`src/design/adc_readout_regs.svh`:
```
// Timing counts, field positions and reset values of the sampling ADC readout control
`ifndef ADC_READOUT_REGS_SVH
`define ADC_READOUT_REGS_SVH

`define REF_CLK_MHZ 250
`define CONV_TIME_MAX_NS 2000
`define CONV_CYCLES ((`CONV_TIME_MAX_NS * `REF_CLK_MHZ) / 1000)
`define CONV_CNT_W 12
`define STANDBY_EXIT_US 100
`define SHUTDOWN_EXIT_MS 13

`define RESULT_W 18
`define CHAN_COUNT 8
`define RESULT_MSB 5'h11
`define LAST_CHAN 3'h7
`define SER_LAST_CHAN 3'h3
`define LANE_B_CHAN 3'h4
`define PAR_LAST_PART 5'h01
`define BYTE_LAST_PART 5'h02
`define SER_LAST_PART 5'h11

`define SYNC_W 9
`define SYNC_TRIG1 0
`define SYNC_TRIG2 1
`define SYNC_CS 2
`define SYNC_RD 3
`define SYNC_PD 4
`define SYNC_RANGE 5
`define SYNC_ISEL 6
`define SYNC_SBSEL 7
`define SYNC_HIGH_BYTE_FIRST_ENABLE 8
`define SYNC_RESET 9'h01C

`define OE_PAR_N 16'h0000
`define OE_BYTE_N 16'hFF00
`define OE_SER_N 16'hFE7F
`define OE_OFF_N 16'hFFFF

`endif

```
`src/design/adc_readout_pkg.sv`:
```
// Types shared by the sampling ADC readout control
package adc_readout_pkg;
  typedef enum logic [1:0] {MODE_PARALLEL, MODE_BYTE, MODE_SERIAL} iface_mode_t;
  typedef enum logic {CONV_IDLE, CONV_RUN} conv_state_t;
endpackage

```
`src/design/result_bank_if.sv`:
```
// Carrier between the readout control and its result bank
`timescale 1ns/1ps
interface result_bank_if;
  logic load;
  logic [143:0] load_data;
  logic [2:0] sel_a;
  logic [2:0] sel_b;
  logic [17:0] res_a;
  logic [17:0] res_b;
  modport ctrl (output load, output load_data, output sel_a, output sel_b, input res_a, input res_b);
  modport bank (input load, input load_data, input sel_a, input sel_b, output res_a, output res_b);
endinterface

```
`src/design/simul_adc_readout_ctrl.sv`:
```
// Conversion control, power-down decode and result readout of an 8-channel sampling ADC
//
// Behaviour
// - Parallel: byte-order pin carries bit 16, then 0
// - Byte mode order high/mid/low, reversed when low
// - Parallel: lines 13..9 carry bits 15..11
// - Parallel: line 8 bit 10, then zero
// - Byte mode: line 8 always high impedance
// - Serial lane B carries channels 5..8
// - Parallel: line 7 bit 9, then zero
// - Serial lane A carries channels 1..4
// - Parallel: lines 6..0 bits 8..2, then zeros
// - Byte mode: three bytes, MSB on line 7
// - Power-down low: standby if range high, else shutdown
// - Standby keeps reference; shutdown turns everything off
// - One common trigger edge samples all channels
// - Busy rises at conversion, bounded by maximum time
// - Busy falls only when results are stored
// - Parallel: channel 1 upper bits first, then in order
// - All eight channels converted and read out
// - First-channel flag high during channel 1 only
// - Chip select high ends frame, outputs released
// - Triggers ignored while busy
// - Read during busy returns previous sample
`timescale 1ns/1ps
`include "adc_readout_regs.svh"
module simul_adc_readout_ctrl
  import adc_readout_pkg::*;
(
  input wire logic i_ref_clk,
  input wire logic i_nrst,
  input wire logic i_sample_trigger_group1,
  input wire logic i_sample_trigger_group2,
  input wire logic i_cs_n,
  input wire logic i_rd_n,
  input wire logic i_power_down_n,
  input wire logic i_range,
  input wire logic i_interface_select,
  input wire logic i_serial_or_byte_select,
  input wire logic i_byte_order_select,
  input wire logic [143:0] i_adc_data,
  output logic o_busy,
  output logic [15:0] o_parallel_data_lines,
  output logic [15:0] o_parallel_data_oe_n,
  output logic o_first_channel_flag,
  output logic o_first_channel_flag_oe_n,
  output logic o_front_end_power_on,
  output logic o_reference_power_on
);
  result_bank_if bank_bus ();

  result_bank u_result_bank (
    .i_ref_clk(i_ref_clk),
    .i_nrst(i_nrst),
    .bus(bank_bus.bank)
  );

  // Pin synchronisers; sync1 feeds only sync2
  logic [`SYNC_W-1:0] sync1_reg;
  logic [`SYNC_W-1:0] sync2_reg;
  logic [`SYNC_W-1:0] prev_reg;
  wire [`SYNC_W-1:0] pin_raw = {i_byte_order_select, i_serial_or_byte_select, i_interface_select, i_range,
    i_power_down_n, i_rd_n, i_cs_n, i_sample_trigger_group2, i_sample_trigger_group1};

  always_ff @(posedge i_ref_clk or negedge i_nrst) begin
    if (!i_nrst) begin
      sync1_reg <= `SYNC_RESET;
      sync2_reg <= `SYNC_RESET;
      prev_reg <= `SYNC_RESET;
    end else begin
      sync1_reg <= pin_raw;
      sync2_reg <= sync1_reg;
      prev_reg <= sync2_reg;
    end
  end

  wire cs_n_s = sync2_reg[`SYNC_CS];
  wire rd_n_s = sync2_reg[`SYNC_RD];
  wire pd_n_s = sync2_reg[`SYNC_PD];
  wire range_s = sync2_reg[`SYNC_RANGE];
  wire high_byte_first_enable_s = sync2_reg[`SYNC_HIGH_BYTE_FIRST_ENABLE];
  wire trig1_rise = sync2_reg[`SYNC_TRIG1] & ~prev_reg[`SYNC_TRIG1];
  wire trig2_rise = sync2_reg[`SYNC_TRIG2] & ~prev_reg[`SYNC_TRIG2];
  wire cs_rise = cs_n_s & ~prev_reg[`SYNC_CS];

  // Interface mode decode
  iface_mode_t mode;
  assign mode = !sync2_reg[`SYNC_ISEL] ? MODE_PARALLEL :
                sync2_reg[`SYNC_SBSEL] ? MODE_BYTE : MODE_SERIAL;

  // Power-down decode: standby keeps the reference alive, shutdown drops all
  logic front_end_reg;
  logic reference_reg;
  always_ff @(posedge i_ref_clk or negedge i_nrst) begin
    if (!i_nrst) begin
      front_end_reg <= 1'b1;
      reference_reg <= 1'b1;
    end else begin
      front_end_reg <= pd_n_s;
      reference_reg <= pd_n_s | range_s;
    end
  end

  // Conversion control
  conv_state_t state_reg;
  conv_state_t state_next;
  logic [`CONV_CNT_W-1:0] cnt_reg;
  logic arm1_reg;
  logic arm2_reg;
  logic busy_reg;

  // Triggers only count while idle and powered; a half-armed pair waits for its partner
  wire trig_open = (state_reg == CONV_IDLE) & pd_n_s;
  wire conv_start = trig_open & (arm1_reg | trig1_rise) & (arm2_reg | trig2_rise);
  wire conv_done = (state_reg == CONV_RUN) & (cnt_reg == `CONV_CNT_W'(`CONV_CYCLES - 1));

  always_comb begin
    case (state_reg)
      CONV_IDLE: state_next = conv_start ? CONV_RUN : CONV_IDLE;
      CONV_RUN: state_next = conv_done ? CONV_IDLE : CONV_RUN;
      default: state_next = CONV_IDLE;
    endcase
  end

  always_ff @(posedge i_ref_clk or negedge i_nrst) begin
    if (!i_nrst) begin
      state_reg <= CONV_IDLE;
      cnt_reg <= 12'h000;
      arm1_reg <= 1'b0;
      arm2_reg <= 1'b0;
      busy_reg <= 1'b0;
    end else begin
      state_reg <= state_next;
      cnt_reg <= (state_reg == CONV_RUN) ? cnt_reg + 12'h001 : 12'h000;
      arm1_reg <= !conv_start & trig_open & (arm1_reg | trig1_rise);
      arm2_reg <= !conv_start & trig_open & (arm2_reg | trig2_rise);
      busy_reg <= conv_start | ((state_reg == CONV_RUN) & !conv_done);
    end
  end

  // All eight results land in the bank on the edge busy falls
  assign bank_bus.load = conv_done;
  assign bank_bus.load_data = i_adc_data;

  // Read sequencing: chan_reg/part_reg name the slice the next read edge presents
  logic [2:0] chan_reg;
  logic [4:0] part_reg;
  wire read_edge = ~cs_n_s & ~rd_n_s & (prev_reg[`SYNC_RD] | prev_reg[`SYNC_CS]);
  wire [4:0] last_part = (mode == MODE_PARALLEL) ? `PAR_LAST_PART :
                         (mode == MODE_BYTE) ? `BYTE_LAST_PART : `SER_LAST_PART;
  wire [2:0] last_chan = (mode == MODE_SERIAL) ? `SER_LAST_CHAN : `LAST_CHAN;
  wire part_wrap = (part_reg == last_part);

  always_ff @(posedge i_ref_clk or negedge i_nrst) begin
    if (!i_nrst) begin
      chan_reg <= 3'h0;
      part_reg <= 5'h00;
    end else if (cs_rise | conv_done) begin
      // A fresh sample always reads out from channel 1, even if chip select stayed low
      chan_reg <= 3'h0;
      part_reg <= 5'h00;
    end else if (read_edge) begin
      part_reg <= part_wrap ? 5'h00 : part_reg + 5'h01;
      chan_reg <= !part_wrap ? chan_reg : (chan_reg == last_chan) ? 3'h0 : chan_reg + 3'h1;
    end
  end

  assign bank_bus.sel_a = chan_reg;
  assign bank_bus.sel_b = chan_reg | `LANE_B_CHAN;
  wire [17:0] res = bank_bus.res_a;

  // Parallel: upper 16 bits, then the last two on lines 15 and 14 with the rest low
  wire [15:0] par_word = (part_reg == 5'h00) ? res[17:2] : {res[1:0], 14'h0000};

  // Byte order: high byte first when the order pin is high, else low byte first
  wire [1:0] byte_idx = high_byte_first_enable_s ? part_reg[1:0] : 2'h2 - part_reg[1:0];
  wire [7:0] byte_val = (byte_idx == 2'h0) ? res[17:10] :
                        (byte_idx == 2'h1) ? res[9:2] : {res[1:0], 6'h00};

  wire [4:0] ser_bit = `RESULT_MSB - part_reg;
  wire lane_a = bank_bus.res_a[ser_bit];
  wire lane_b = bank_bus.res_b[ser_bit];
  wire [15:0] ser_word = {7'h00, lane_b, lane_a, 7'h00};

  wire [15:0] word_next = (mode == MODE_PARALLEL) ? par_word :
                          (mode == MODE_BYTE) ? {8'h00, byte_val} : ser_word;
  // Byte mode leaves line 8 undriven; select lines stay inputs outside parallel mode
  wire [15:0] oe_next = (mode == MODE_PARALLEL) ? `OE_PAR_N :
                        (mode == MODE_BYTE) ? `OE_BYTE_N : `OE_SER_N;

  logic [15:0] data_reg;
  logic [15:0] oe_reg;
  logic flag_reg;
  logic flag_oe_reg;

  always_ff @(posedge i_ref_clk or negedge i_nrst) begin
    if (!i_nrst) begin
      data_reg <= 16'h0000;
      oe_reg <= `OE_OFF_N;
      flag_reg <= 1'b0;
      flag_oe_reg <= 1'b1;
    end else if (cs_rise) begin
      oe_reg <= `OE_OFF_N;
      flag_oe_reg <= 1'b1;
      flag_reg <= 1'b0;
    end else if (read_edge) begin
      data_reg <= word_next;
      oe_reg <= oe_next;
      flag_reg <= (chan_reg == 3'h0);
      flag_oe_reg <= 1'b0;
    end
  end

  assign o_busy = busy_reg;
  assign o_parallel_data_lines = data_reg;
  assign o_parallel_data_oe_n = oe_reg;
  assign o_first_channel_flag = flag_reg;
  assign o_first_channel_flag_oe_n = flag_oe_reg;
  assign o_front_end_power_on = front_end_reg;
  assign o_reference_power_on = reference_reg;

  logic [`CONV_CNT_W-1:0] busy_len_reg;
  always_ff @(posedge i_ref_clk or negedge i_nrst) begin
    if (!i_nrst) begin
      busy_len_reg <= 12'h000;
    end else begin
      busy_len_reg <= busy_reg ? busy_len_reg + 12'h001 : 12'h000;
    end
  end

  // Reads since the frame opened, counted apart from the read pointer
  logic [7:0] reads_reg;
  always_ff @(posedge i_ref_clk or negedge i_nrst) begin
    if (!i_nrst) begin
      reads_reg <= 8'h00;
    end else if (cs_rise | conv_done) begin
      reads_reg <= 8'h00;
    end else if (read_edge && reads_reg != 8'hFF) begin
      reads_reg <= reads_reg + 8'h01;
    end
  end
endmodule

```
`src/design/result_bank.sv`:
```
// Output data registers holding the last completed sample of all channels
`timescale 1ns/1ps
`include "adc_readout_regs.svh"
module result_bank
  import adc_readout_pkg::*;
(
  input wire logic i_ref_clk,
  input wire logic i_nrst,
  result_bank_if.bank bus
);
  logic [`RESULT_W-1:0] mem_reg [`CHAN_COUNT];

  // Whole bank changes in one edge, so a read never mixes two samples
  always_ff @(posedge i_ref_clk or negedge i_nrst) begin
    if (!i_nrst) begin
      for (int i = 0; i < `CHAN_COUNT; i++) begin
        mem_reg[i] <= 18'h00000;
      end
    end else if (bus.load) begin
      for (int i = 0; i < `CHAN_COUNT; i++) begin
        mem_reg[i] <= bus.load_data[i*`RESULT_W +: `RESULT_W];
      end
    end
  end

  assign bus.res_a = mem_reg[bus.sel_a];
  assign bus.res_b = mem_reg[bus.sel_b];
endmodule

```
`config.mk`:
```
export PLATFORM = sky130hd
export DESIGN_NAME = simul_adc_readout_ctrl
export DESIGN_NICKNAME = d
export VERILOG_FILES = /design/src/design/adc_readout_pkg.sv /design/src/design/result_bank_if.sv /design/src/design/simul_adc_readout_ctrl.sv /design/src/design/result_bank.sv
export VERILOG_INCLUDE_DIRS = /design/src /design/src/design
export SDC_FILE = /design/constraint.sdc
export NUM_CORES = 1
export LEC_CHECK = 0
export BUFFER_PORTS_ARGS = -buffer_cell sky130_fd_sc_hd__buf_4
export CAP_MARGIN = 20
export CORE_MARGIN = 5
export CORE_UTILIZATION = 57
export CTS_BUF_LIST = sky130_fd_sc_hd__clkbuf_4 sky130_fd_sc_hd__clkbuf_8 sky130_fd_sc_hd__clkbuf_16
export CTS_CLUSTER_DIAMETER = 100
export DETAILED_ROUTE_END_ITERATION = 8
export GPL_TIMING_DRIVEN = 1
export PLACE_DENSITY = 0.81
export SLEW_MARGIN = 20
export SYNTH_ARGS = -nofsm -noshare
export SYNTH_HDL_FRONTEND = slang
export SYNTH_HIERARCHICAL = 1
export SYNTH_SLANG_ARGS = --single-unit
```
`constraint.sdc`:
```
create_clock -name i_ref_clk -period 3.78 [get_ports i_ref_clk]
set_clock_uncertainty 0.15 [all_clocks]
set_input_delay 0.756 -clock i_ref_clk [delete_from_list [all_inputs] [get_ports i_ref_clk]]
set_output_delay 0.756 -clock i_ref_clk [all_outputs]
set_load 0.01 [all_outputs]
```
---- Word-level counts from Yosys, hierarchy flattened ----
Cells that the tools add are included.
word-level totals
  bits in registers ....................... 226
  input port bits ......................... 155
operators by class
  equality and inequality tests ........... 6
  $add $sub $neg .......................... 5
  muxes and demuxes ....................... 40
  bitwise gates (word level) .............. 28
  reductions and logical operators ........ 11
  $lt $le $gt $ge ......................... 3
operators with widths
  kind                   count
  $bmux 18 s3            2
  $mux 16                5
  $mux 18                4
  $mux 5                 5
  $mux 9                 2
  $mux 8                 2
  $mux 3                 5
  $and 1x1->1            13
  $add 12x1->12 const B  1
  $eq 12x9->1 const B    1
  $mux 12                1
  $bmux 1 s5             2
  $ge 4x4->1 const B     2
  $mux 1                 8
  $not 3->4              2
  $not 1->1              7
  $lt 5x6->1 const B     1
  $mux 2                 3
  $or 1x1->1             6
  $reduce_bool 2->1      3
  $add 5x1->5 const B    1
  $eq 5x5->1             1
  $logic_not 5->1        1
  $sub 5x5->5 const A    1
  other kinds (10)       14

---- Logic depth before layout (Yosys ltp) ----
Gate-level depths: netlist (run 1).
  depth after elaboration ................. 9
  mapped depth ............................ 10

---- Modules after synthesis ----
The synthesis (run 1) kept the hierarchy.
by module, submodules not included
  module                  cells each  times used  sequential area each (um^2)  area each (um^2)
  result_bank             432         1           3603.5                       7744.9
  simul_adc_readout_ctrl  316         1           1744.2                       3410.8

---- Least setup slack after synthesis (run 1) ----
OpenSTA, ideal clock, no wires.
  path type ............................... register -> register
  from .................................... register chan_reg[0] (netlist: bank_bus.sel_a[0])
  to ...................................... register data_reg[8] (netlist: o_parallel_data_lines[8])
  buffers on the path ..................... 2
  period minus slack after synthesis ...... 2.921 ns
  stages on the path, launching flop included .. 10
  data arrival time ....................... 2.648 ns
  path slack .............................. 0.859 ns
  path through ............................ dfrtp_1 buf_6 buf_6 mux4_1 mux2_2 mux4_2 mux2_2 nand2_1 o2111ai_1 o221a_2
on the way
  cells in the longest elaborated chain, start to end .. 8
RTL lines
  item                                        line                           RTL
  start: declaration                          simul_adc_readout_ctrl.sv:146  logic [2:0] chan_reg;
  start signal: assignment                    simul_adc_readout_ctrl.sv:164  chan_reg <= !part_wrap ? chan_reg : (chan_reg == last_chan) ? 3'h0 : chan_reg + 3'h1;
  $not 3->4 (not written as such)             result_bank.sv:27              assign bus.res_b = mem_reg[bus.sel_b];
  $bmux 18 s3                                 result_bank.sv:27
  $mux 18 (not written as such) (2 in a row)  result_bank.sv:27
  net bank_bus.res_b[15]                      result_bank_if.sv:9            logic [17:0] res_b;
  $bmux 1 s5                                  simul_adc_readout_ctrl.sv:182  wire lane_b = bank_bus.res_b[ser_bit];
  $mux 1 (not written as such)                simul_adc_readout_ctrl.sv:182
  $mux 9                                      simul_adc_readout_ctrl.sv:186  (mode == MODE_BYTE) ? {8'h00, byte_val} : ser_word;
  $mux 16                                     simul_adc_readout_ctrl.sv:185  wire [15:0] word_next = (mode == MODE_PARALLEL) ? par_word :
  end signal: assignment                      simul_adc_readout_ctrl.sv:207  data_reg <= word_next;
  end: declaration                            simul_adc_readout_ctrl.sv:191  logic [15:0] data_reg;
The timed path passes the listed nets, and every way through them passes these cells. The select of a mux whose other input is x is not followed.
A chain may end at the register's enable or synchronous reset.

---- Final worst setup path (run 1) ----
Ends and elaborated chain as after synthesis.

==> results of run 1 <==
[final timing paths]
| kind | startpoint | to | slack (ps) | depth (start not counted) |
|---|---|---|---|---|
| worst min register to register | sync1_reg[6] | sync2_reg[6] | 200 | 0 |
| worst max register to register | bank_bus.sel_a[0] | o_parallel_data_lines[8] | 520 | 8 |
| min in group i_ref_clk | i_power_down_n | sync1_reg[4] | 200 | 1 |
| max in group asynchronous | i_nrst | bank_bus.sel_a[0] | 2590 | 2 |
| worst min-delay path | i_nrst | cnt_reg[2] | 70 | 1 |
| worst max-delay path | bank_bus.sel_a[0] | o_parallel_data_lines[8] | 520 | 8 |
[power by group through the flow]
stage	Sequential, uW	Clock [uW]	Combinational (uW)
finish	2420	2490	570
global route	2430	2630	624
CTS	2420	2530	573
detailed placement	2460	0	569
global placement	2460	0	560
floorplan	2450	0	287
[routing by layer]
| metal | wire length (um) | vias up |
|---|---|---|
| met1 | 10900 | 3741 |
| met2 | 12600 | 303 |
| met3 | 2000 | 46 |
| met4 | 493 | 0 |
| met5 | 0 | - |
| li1 | - | 3214 |
[worst register-to-register path: stages, from the launching register on]
cell and delay, ps:
dfrtp_4 650, buf_12 260, mux4_1 610, mux2_2 290
mux4_2 450, mux2_2 270, nand2_1 60, o2111ai_1 130
o221a_2 280
[cells by family (layout without fill, tap and decap cells)]
logic type,count (synthesis),count (layout)
AOI/OAI and AO/OA,52,52
xor gates and xnor gates,11,11
adders and majority gates,8,8
buffers and inverters,72,257
DFF,213,213
muxes,275,275
other,1,1
and+or+nand+nor,116,116
[cell usage after synthesis, drive strengths merged, types with 5 or more instances]
cell type  number  area, um2
xor2            5       43.8
nor2b           5       31.3
nor2           36        135
ha              8        100
o21ai          11       55.1
nand3          15       75.1
dfstp          14        368
mux2i          12        120
xnor2           6       52.6
a21oi          12       60.1
inv            10       37.5
clkbuf         10       41.3
or3             6       37.5
mux4           77       2000
mux2          186       2090
a221oi          6       52.6
buf            52        337
dfrtp         199       4980
nand2          29        109
[cell type report]
type                            instances  area [um2]
Tap cell                              265         332
Sequential cell                       213        5350
Inverter                               10        37.5
Clock buffer                           31         673
Multi-Input combinational cell        463        5410
Fill cell                            1272        5710
Clock inverter                         10         183
Timing Repair Buffer                  206        1640
[stage by stage]
step	cell area, um2	util [%]
2_1_floorplan	11200	-
3_3_place_gp	12800	66.1
3_5_place_dp	12800	66.1
4_1_cts	13600	70.5
5_1_grt	13600	70.5
6_report	13600	70.5
==> results.txt, run 1 <==
----------------------------------------------------
[Yosys]
  Post-synth ARST share ... 100%
  Mapped cell area ... 11200 um2
  Count of yosys warnings during synthesis ... 6
  Seq cells post-synth ... 213
  Simple-gate share of the synthesized area ... 5.26%
  Total nets after synthesis ... 911
  Post-Synth Adder-Cell Area ... 0.897%
  Mapped Cells ... 748
  Share of synthesized area occupied by flip-flops and latches ... 47.9%
  Number of enable flip-flop cells after synthesis ... 0
  Average size of a mapped cell ... 14.9 um2
  Distinct cell type count of the synthesized netlist ... 60
  Post-synthesis share of cell area spent on xor and xnor gates ... 0.864%
  Flip-flop cell with the highest count after synthesis ... dfrtp_1
  Compound-gate portion of the synthesized area ... 3.47%
  Proportion of synthesized area in mux cells ... 37.8%
  Combinational family with the most area after synthesis ... multiplexers

[Route]
  Via count ... 7304
  Wirelength per Cell ... 21.7 um
  Router iterations before antenna repair ... 5
  Detailed Route WL ... 25.9 mm
  Final routed DRC violation total ... 0
  DRT antenna net count ... 0
  Violation count after the first detailed-routing iteration ... 455
  Vias/cell ... 6.10

[Layout]
  Most common cell after layout, fill and taps aside ... buf_4
  Layout Nets ... 1080
  Number of flip-flops in the largest register ... 144
  Most frequent cells in the layout ... buf_4, dfrtp_1, mux2_2, mux4_1, nor2_1
  Antenna Cells ... 0
  Area added between synthesis and finish ... 22.2%
  Number of standard cells in the final layout excluding fillers ... 1198
  Proportion of layout cells with a drive suffix above 1 ... 50.1%

[Die]
  Area of the core ... 19300 um2
  Starting utilization of the core area ... 57.7%
  Io pins ... 192
  Die extent in y ... 150 um
  Total Die Area ... 22500 um2
  Die Span X ... 150 um
  Number of placement rows ... 51

[Timing]
  Setup repair after global routing missed its margin ... no
  Worst max-slew margin expressed relative to the limit ... 46.8%
  Number of max-slew violations in the final report ... 0
  Final number of hold-violating endpoints ... 0
  Slack of the critical path ... 516 ps
  Setup Viol. Count Final ... 0
  Slew of the pin with the lowest slew margin ... 798 ps
  Maximum achievable frequency ... 306 MHz
  Worst Hold Margin ... 72.4 ps
  Total Neg Setup Slack ... 0 ps
  Min cycle time layout ... 3260 ps
  Ratio of final minimum period to clock period ... 86.3%

[Critical path]
  Worst setup EP type ... register
  Critical Path Slowest Stage Cell ... dfrtp_4
  Setup CP Type ... register to register
  Family with the most delay on the worst path ... multiplexers
  Critical-path maximum fanout ... 28
  Buffer and inverter count on the worst path ... 1
  Kind of start point of the critical path ... register
  Cell seen most often among critical-path stages ... mux2_2
  Longest individual stage delay on the worst path ... 650 ps
  Required time at the worst-slack endpoint ... 4020 ps
  Data arrival at the endpoint of the critical path ... 3500 ps
  Critical-path cell list ... buf_12 > mux4_1 > mux2_2 > mux4_2 > mux2_2 > nand2_1 > o2111ai_1 > o221a_2

[Place]
  Placer congestion estimate ... 0.864
  Pre-CTS setup slack ... 538 ps
  Input/output buffers ... 191
  Half-perimeter wire length of the detailed placement result ... 18.7 mm
  Instance count after placement with tap cells included ... 1157

[Clock network]
  H-tree depth reported by CTS ... 1
  Number of buffers added to fix hold violations after cts ... 0
  Post-CTS setup repair buffer count ... 0
  TritonCTS clock tree ... done
  Clock root buffer ... clkbuf_16
  Clock insertion delay at the later pin of the skew report ... 520 ps
  Clock transition time at the flip-flop clock pins of the worst setup and hold paths ... 60 ps
  Number of clock sinks seen by CTS ... 213
  CTS-repair resized insts ... 0
  TritonCTS Buffers ... 23
  Deepest clock path buffer count ... 3

[Global routing]
  Maximum number of pins on one net before global-route repair ... 76
  Antenna violations before repair ... 0
  Total congestion overflow ... 0
  Global-route wire length before repair ... 41.1 mm
  Number of global-route vias before repair ... 7656
  Fraction of met2 tracks used by global routing ... 38.1%
  Met3 Usage GRT ... 5.06%
  GR Util All Layers ... 23.4%
  Global routing met1 resource utilization ... 32.8%
  Most crowded layer after global routing ... met2

[Power]
  Pwr Total ... 5480 uW
  Power share of the clock group ... 45.4%
  Logic gate share of total power ... 10.4%
  Ratio of total power to cell area ... 402 nW/um2
  Switching Power ... 1250 uW
  Internal power contribution ... 4230 uW
  Share of total power consumed by net switching ... 22.8%
  IR Drop Worst-Case VDD ... 0.369 mV
  Leakage Power ... 0.00669 uW
  Fraction of power consumed by sequential logic ... 44.2%

[Run]
  Max-capacitance violation count ... 0

[Run status]
  Outcome ... complete, no violations

[Min path]
  Hold crit path type ... input port to asynchronous set/reset pin

----------------------------------------------------
Note: power is estimated with default switching activity, not from simulation.
==> run 2: changes to the inputs <==
Settings changed: CELL_PAD_IN_SITES_DETAIL_PLACEMENT set to 1, CELL_PAD_IN_SITES_GLOBAL_PLACEMENT set to 1, CORE_UTILIZATION 57 to 47, MAX_ROUTING_LAYER set to met4, PLACE_DENSITY 0.81 to unset, PLACE_DENSITY_LB_ADDON set to 0.1.
==> results.txt, run 2 (synthesis results as in run 1) <==
----------------------------------------------------
[Layout]
  Area added between synthesis and finish ... 22.8% (was 22.2%)
  Most common cell after layout, fill and taps aside ... buf_4 (unchanged)
  Post-route design area ... 13700 um2 (was 13600 um2)
  Layout Nets ... 1081 (was 1080)
  Number of flip-flops in the largest register ... 144 (unchanged)
  Most frequent cells in the layout ... buf_4, dfrtp_1, mux2_2, mux4_1, nor2_1 (unchanged)
  Number of standard cells in the final layout excluding fillers ... 1256 (was 1198)
  Proportion of layout cells with a drive suffix above 1 ... 50.2% (was 50.1%)

[Clock network]
  CTS-repair resized insts ... 0 (unchanged)
  Number of buffers added to fix hold violations after cts ... 0 (unchanged)
  TritonCTS Buffers ... 24 (was 23)
  Number of clock sinks seen by CTS ... 213 (unchanged)
  TritonCTS clock tree ... done (unchanged)
  Clock root buffer ... clkbuf_16 (unchanged)
  Clock insertion delay at the later pin of the skew report ... 520 ps (about the same)
  Clock transition time at the flip-flop clock pins of the worst setup and hold paths ... 70 ps (was 60 ps)
  Post-CTS setup repair buffer count ... 0 (unchanged)
  Deepest clock path buffer count ... 3 (unchanged)
  H-tree depth reported by CTS ... 1 (unchanged)

[Route]
  Vias/cell ... 5.78 (was 6.10)
  Detail Route met2 WL ... 15.2 mm (was 12.6 mm)
  Wirelength per Cell ... 23.8 um (was 21.7 um)
  Detailed Route WL ... 29.9 mm (was 25.9 mm)
  Violation count after the first detailed-routing iteration ... 373 (was 455)
  Final routed DRC violation total ... 0 (unchanged)
  Highest metal layer with signal wires ... met4 (unchanged)
  Via count ... 7262 (was 7304)
  DRT antenna net count ... 0 (unchanged)
  Routed length on met3 ... 1.67 mm (was 2.00 mm)
  Router iterations before antenna repair ... 4 (was 5)
  Post-route met1 wirelength ... 12.6 mm (was 10.9 mm)

[Global routing]
  Number of global-route vias before repair ... 8170 (was 7656)
  Maximum number of pins on one net before global-route repair ... 82 (was 76)
  GR Util All Layers ... 23.2% (was 23.4%)
  Global-route wire length before repair ... 47.4 mm (was 41.1 mm)
  Total congestion overflow ... 0 (unchanged)
  Antenna violations before repair ... 0 (unchanged)

[Power]
  Ratio of total power to cell area ... 406 nW/um2 (was 402 nW/um2)
  Leakage Power ... 0.00670 uW (was 0.00669 uW)
  Pwr Total ... 5560 uW (was 5480 uW)
  IR Drop Worst-Case VDD ... 0.240 mV (was 0.369 mV)

[Timing]
  Total Neg Setup Slack ... 0 ps (unchanged)
  Final number of hold-violating endpoints ... 0 (unchanged)
  Min cycle time layout ... 3230 ps (was 3260 ps)
  Worst Hold Margin ... 95.0 ps (was 72.4 ps)
  Number of max-slew violations in the final report ... 0 (unchanged)
  Slew of the pin with the lowest slew margin ... 782 ps (was 798 ps)
  Ratio of final minimum period to clock period ... 85.5% (was 86.3%)
  Setup Viol. Count Final ... 0 (unchanged)
  Worst max-slew margin expressed relative to the limit ... 47.7% (was 46.8%)
  Maximum achievable frequency ... 310 MHz (was 306 MHz)
  Setup repair after global routing missed its margin ... no (unchanged)

[Die]
  Die extent in y ... 164 um (was 150 um)
  Number of placement rows ... 56 (was 51)
  Die Span X ... 164 um (was 150 um)
  Area of the core ... 23400 um2 (was 19300 um2)
  Io pins ... 192 (unchanged)
  Starting utilization of the core area ... 47.7% (was 57.7%)
  Total Die Area ... 26900 um2 (was 22500 um2)

[Run status]
  Outcome ... complete, no violations (unchanged)

[Critical path]
  Required time at the worst-slack endpoint ... 4040 ps (was 4020 ps)
  Setup CP Type ... register to register (unchanged)
  Worst setup EP type ... register (unchanged)
  Kind of start point of the critical path ... register (unchanged)
  Critical-path maximum fanout ... 34 (was 28)
  Data arrival at the endpoint of the critical path ... 3490 ps (was 3500 ps)

[Min path]
  Hold crit path type ... input port to asynchronous set/reset pin (unchanged)

[Place]
  Input/output buffers ... 191 (unchanged)
  Placer congestion estimate ... 0.801 (was 0.864)
  Placement-stage cell area ... 12800 um2 (about the same)
  Instance count after placement with tap cells included ... 1211 (was 1157)
  Half-perimeter wire length of the detailed placement result ... 21.7 mm (was 18.7 mm)

[Run]
  Max-capacitance violation count ... 0 (unchanged)

----------------------------------------------------
-- run 2: layout make-up --
type                            instances  area, um2
Multi-Input combinational cell        463       5420
Inverter                               10       37.5
Fill cell                            2242       9710
Clock buffer                           33        717
Tap cell                              319        399
Sequential cell                       213       5350
Clock inverter                         11        165
Timing Repair Buffer                  206       1600
Antenna cell                            1       2.50
-- run 2: final timing paths --
check / slack, ps / cells past startpoint / to / from
max in group asynchronous: 2510 / 2 / bank_bus.sel_a[0] / i_nrst
setup / recovery: 550 / 7 / o_parallel_data_lines[8] / bank_bus.sel_a[0]
hold reg to reg: 200 / 0 / sync2_reg[0] / sync1_reg[0]
hold / removal: 90 / 1 / o_busy / i_nrst
min in group i_ref_clk: 200 / 0 / sync2_reg[0] / sync1_reg[0]
setup reg to reg: 550 / 7 / o_parallel_data_lines[8] / bank_bus.sel_a[0]
-- run 2: power by group --
part | switching (uW) | leakage [uW] | internal (uW)
combinational | 290 | 0.00339 | 285
clock | 951 | 0.000445 | 1600
sequential | 75.3 | 0.00286 | 2350
-- run 2: per-stage QoR --
| step | setup WS [ps] | util (%) |
|---|---|---|
| detailed placement | 525 | 54.7 |
| global placement | 610 | 54.7 |
| CTS | 529 | 58.5 |
| finish | 550 | 58.5 |
| floorplan | 859 | - |
| global route | 449 | 58.5 |
-- run 2: per-layer routing --
metal,global-route usage [%],vias to the layer above
li1,-,3207
met1,31.0,3813
met2,38.8,207
met3,3.54,35
met4,3.24,0
met5,-,-
-- run 2: worst max-delay path, cell delays in order (launching register included) --
cell,delay [ps]
dfrtp_4,750
buf_12,280
mux4_1,590
mux2_2,270
mux4_2,500
mux2i_1,240
nor2_1,70
o221a_2,220
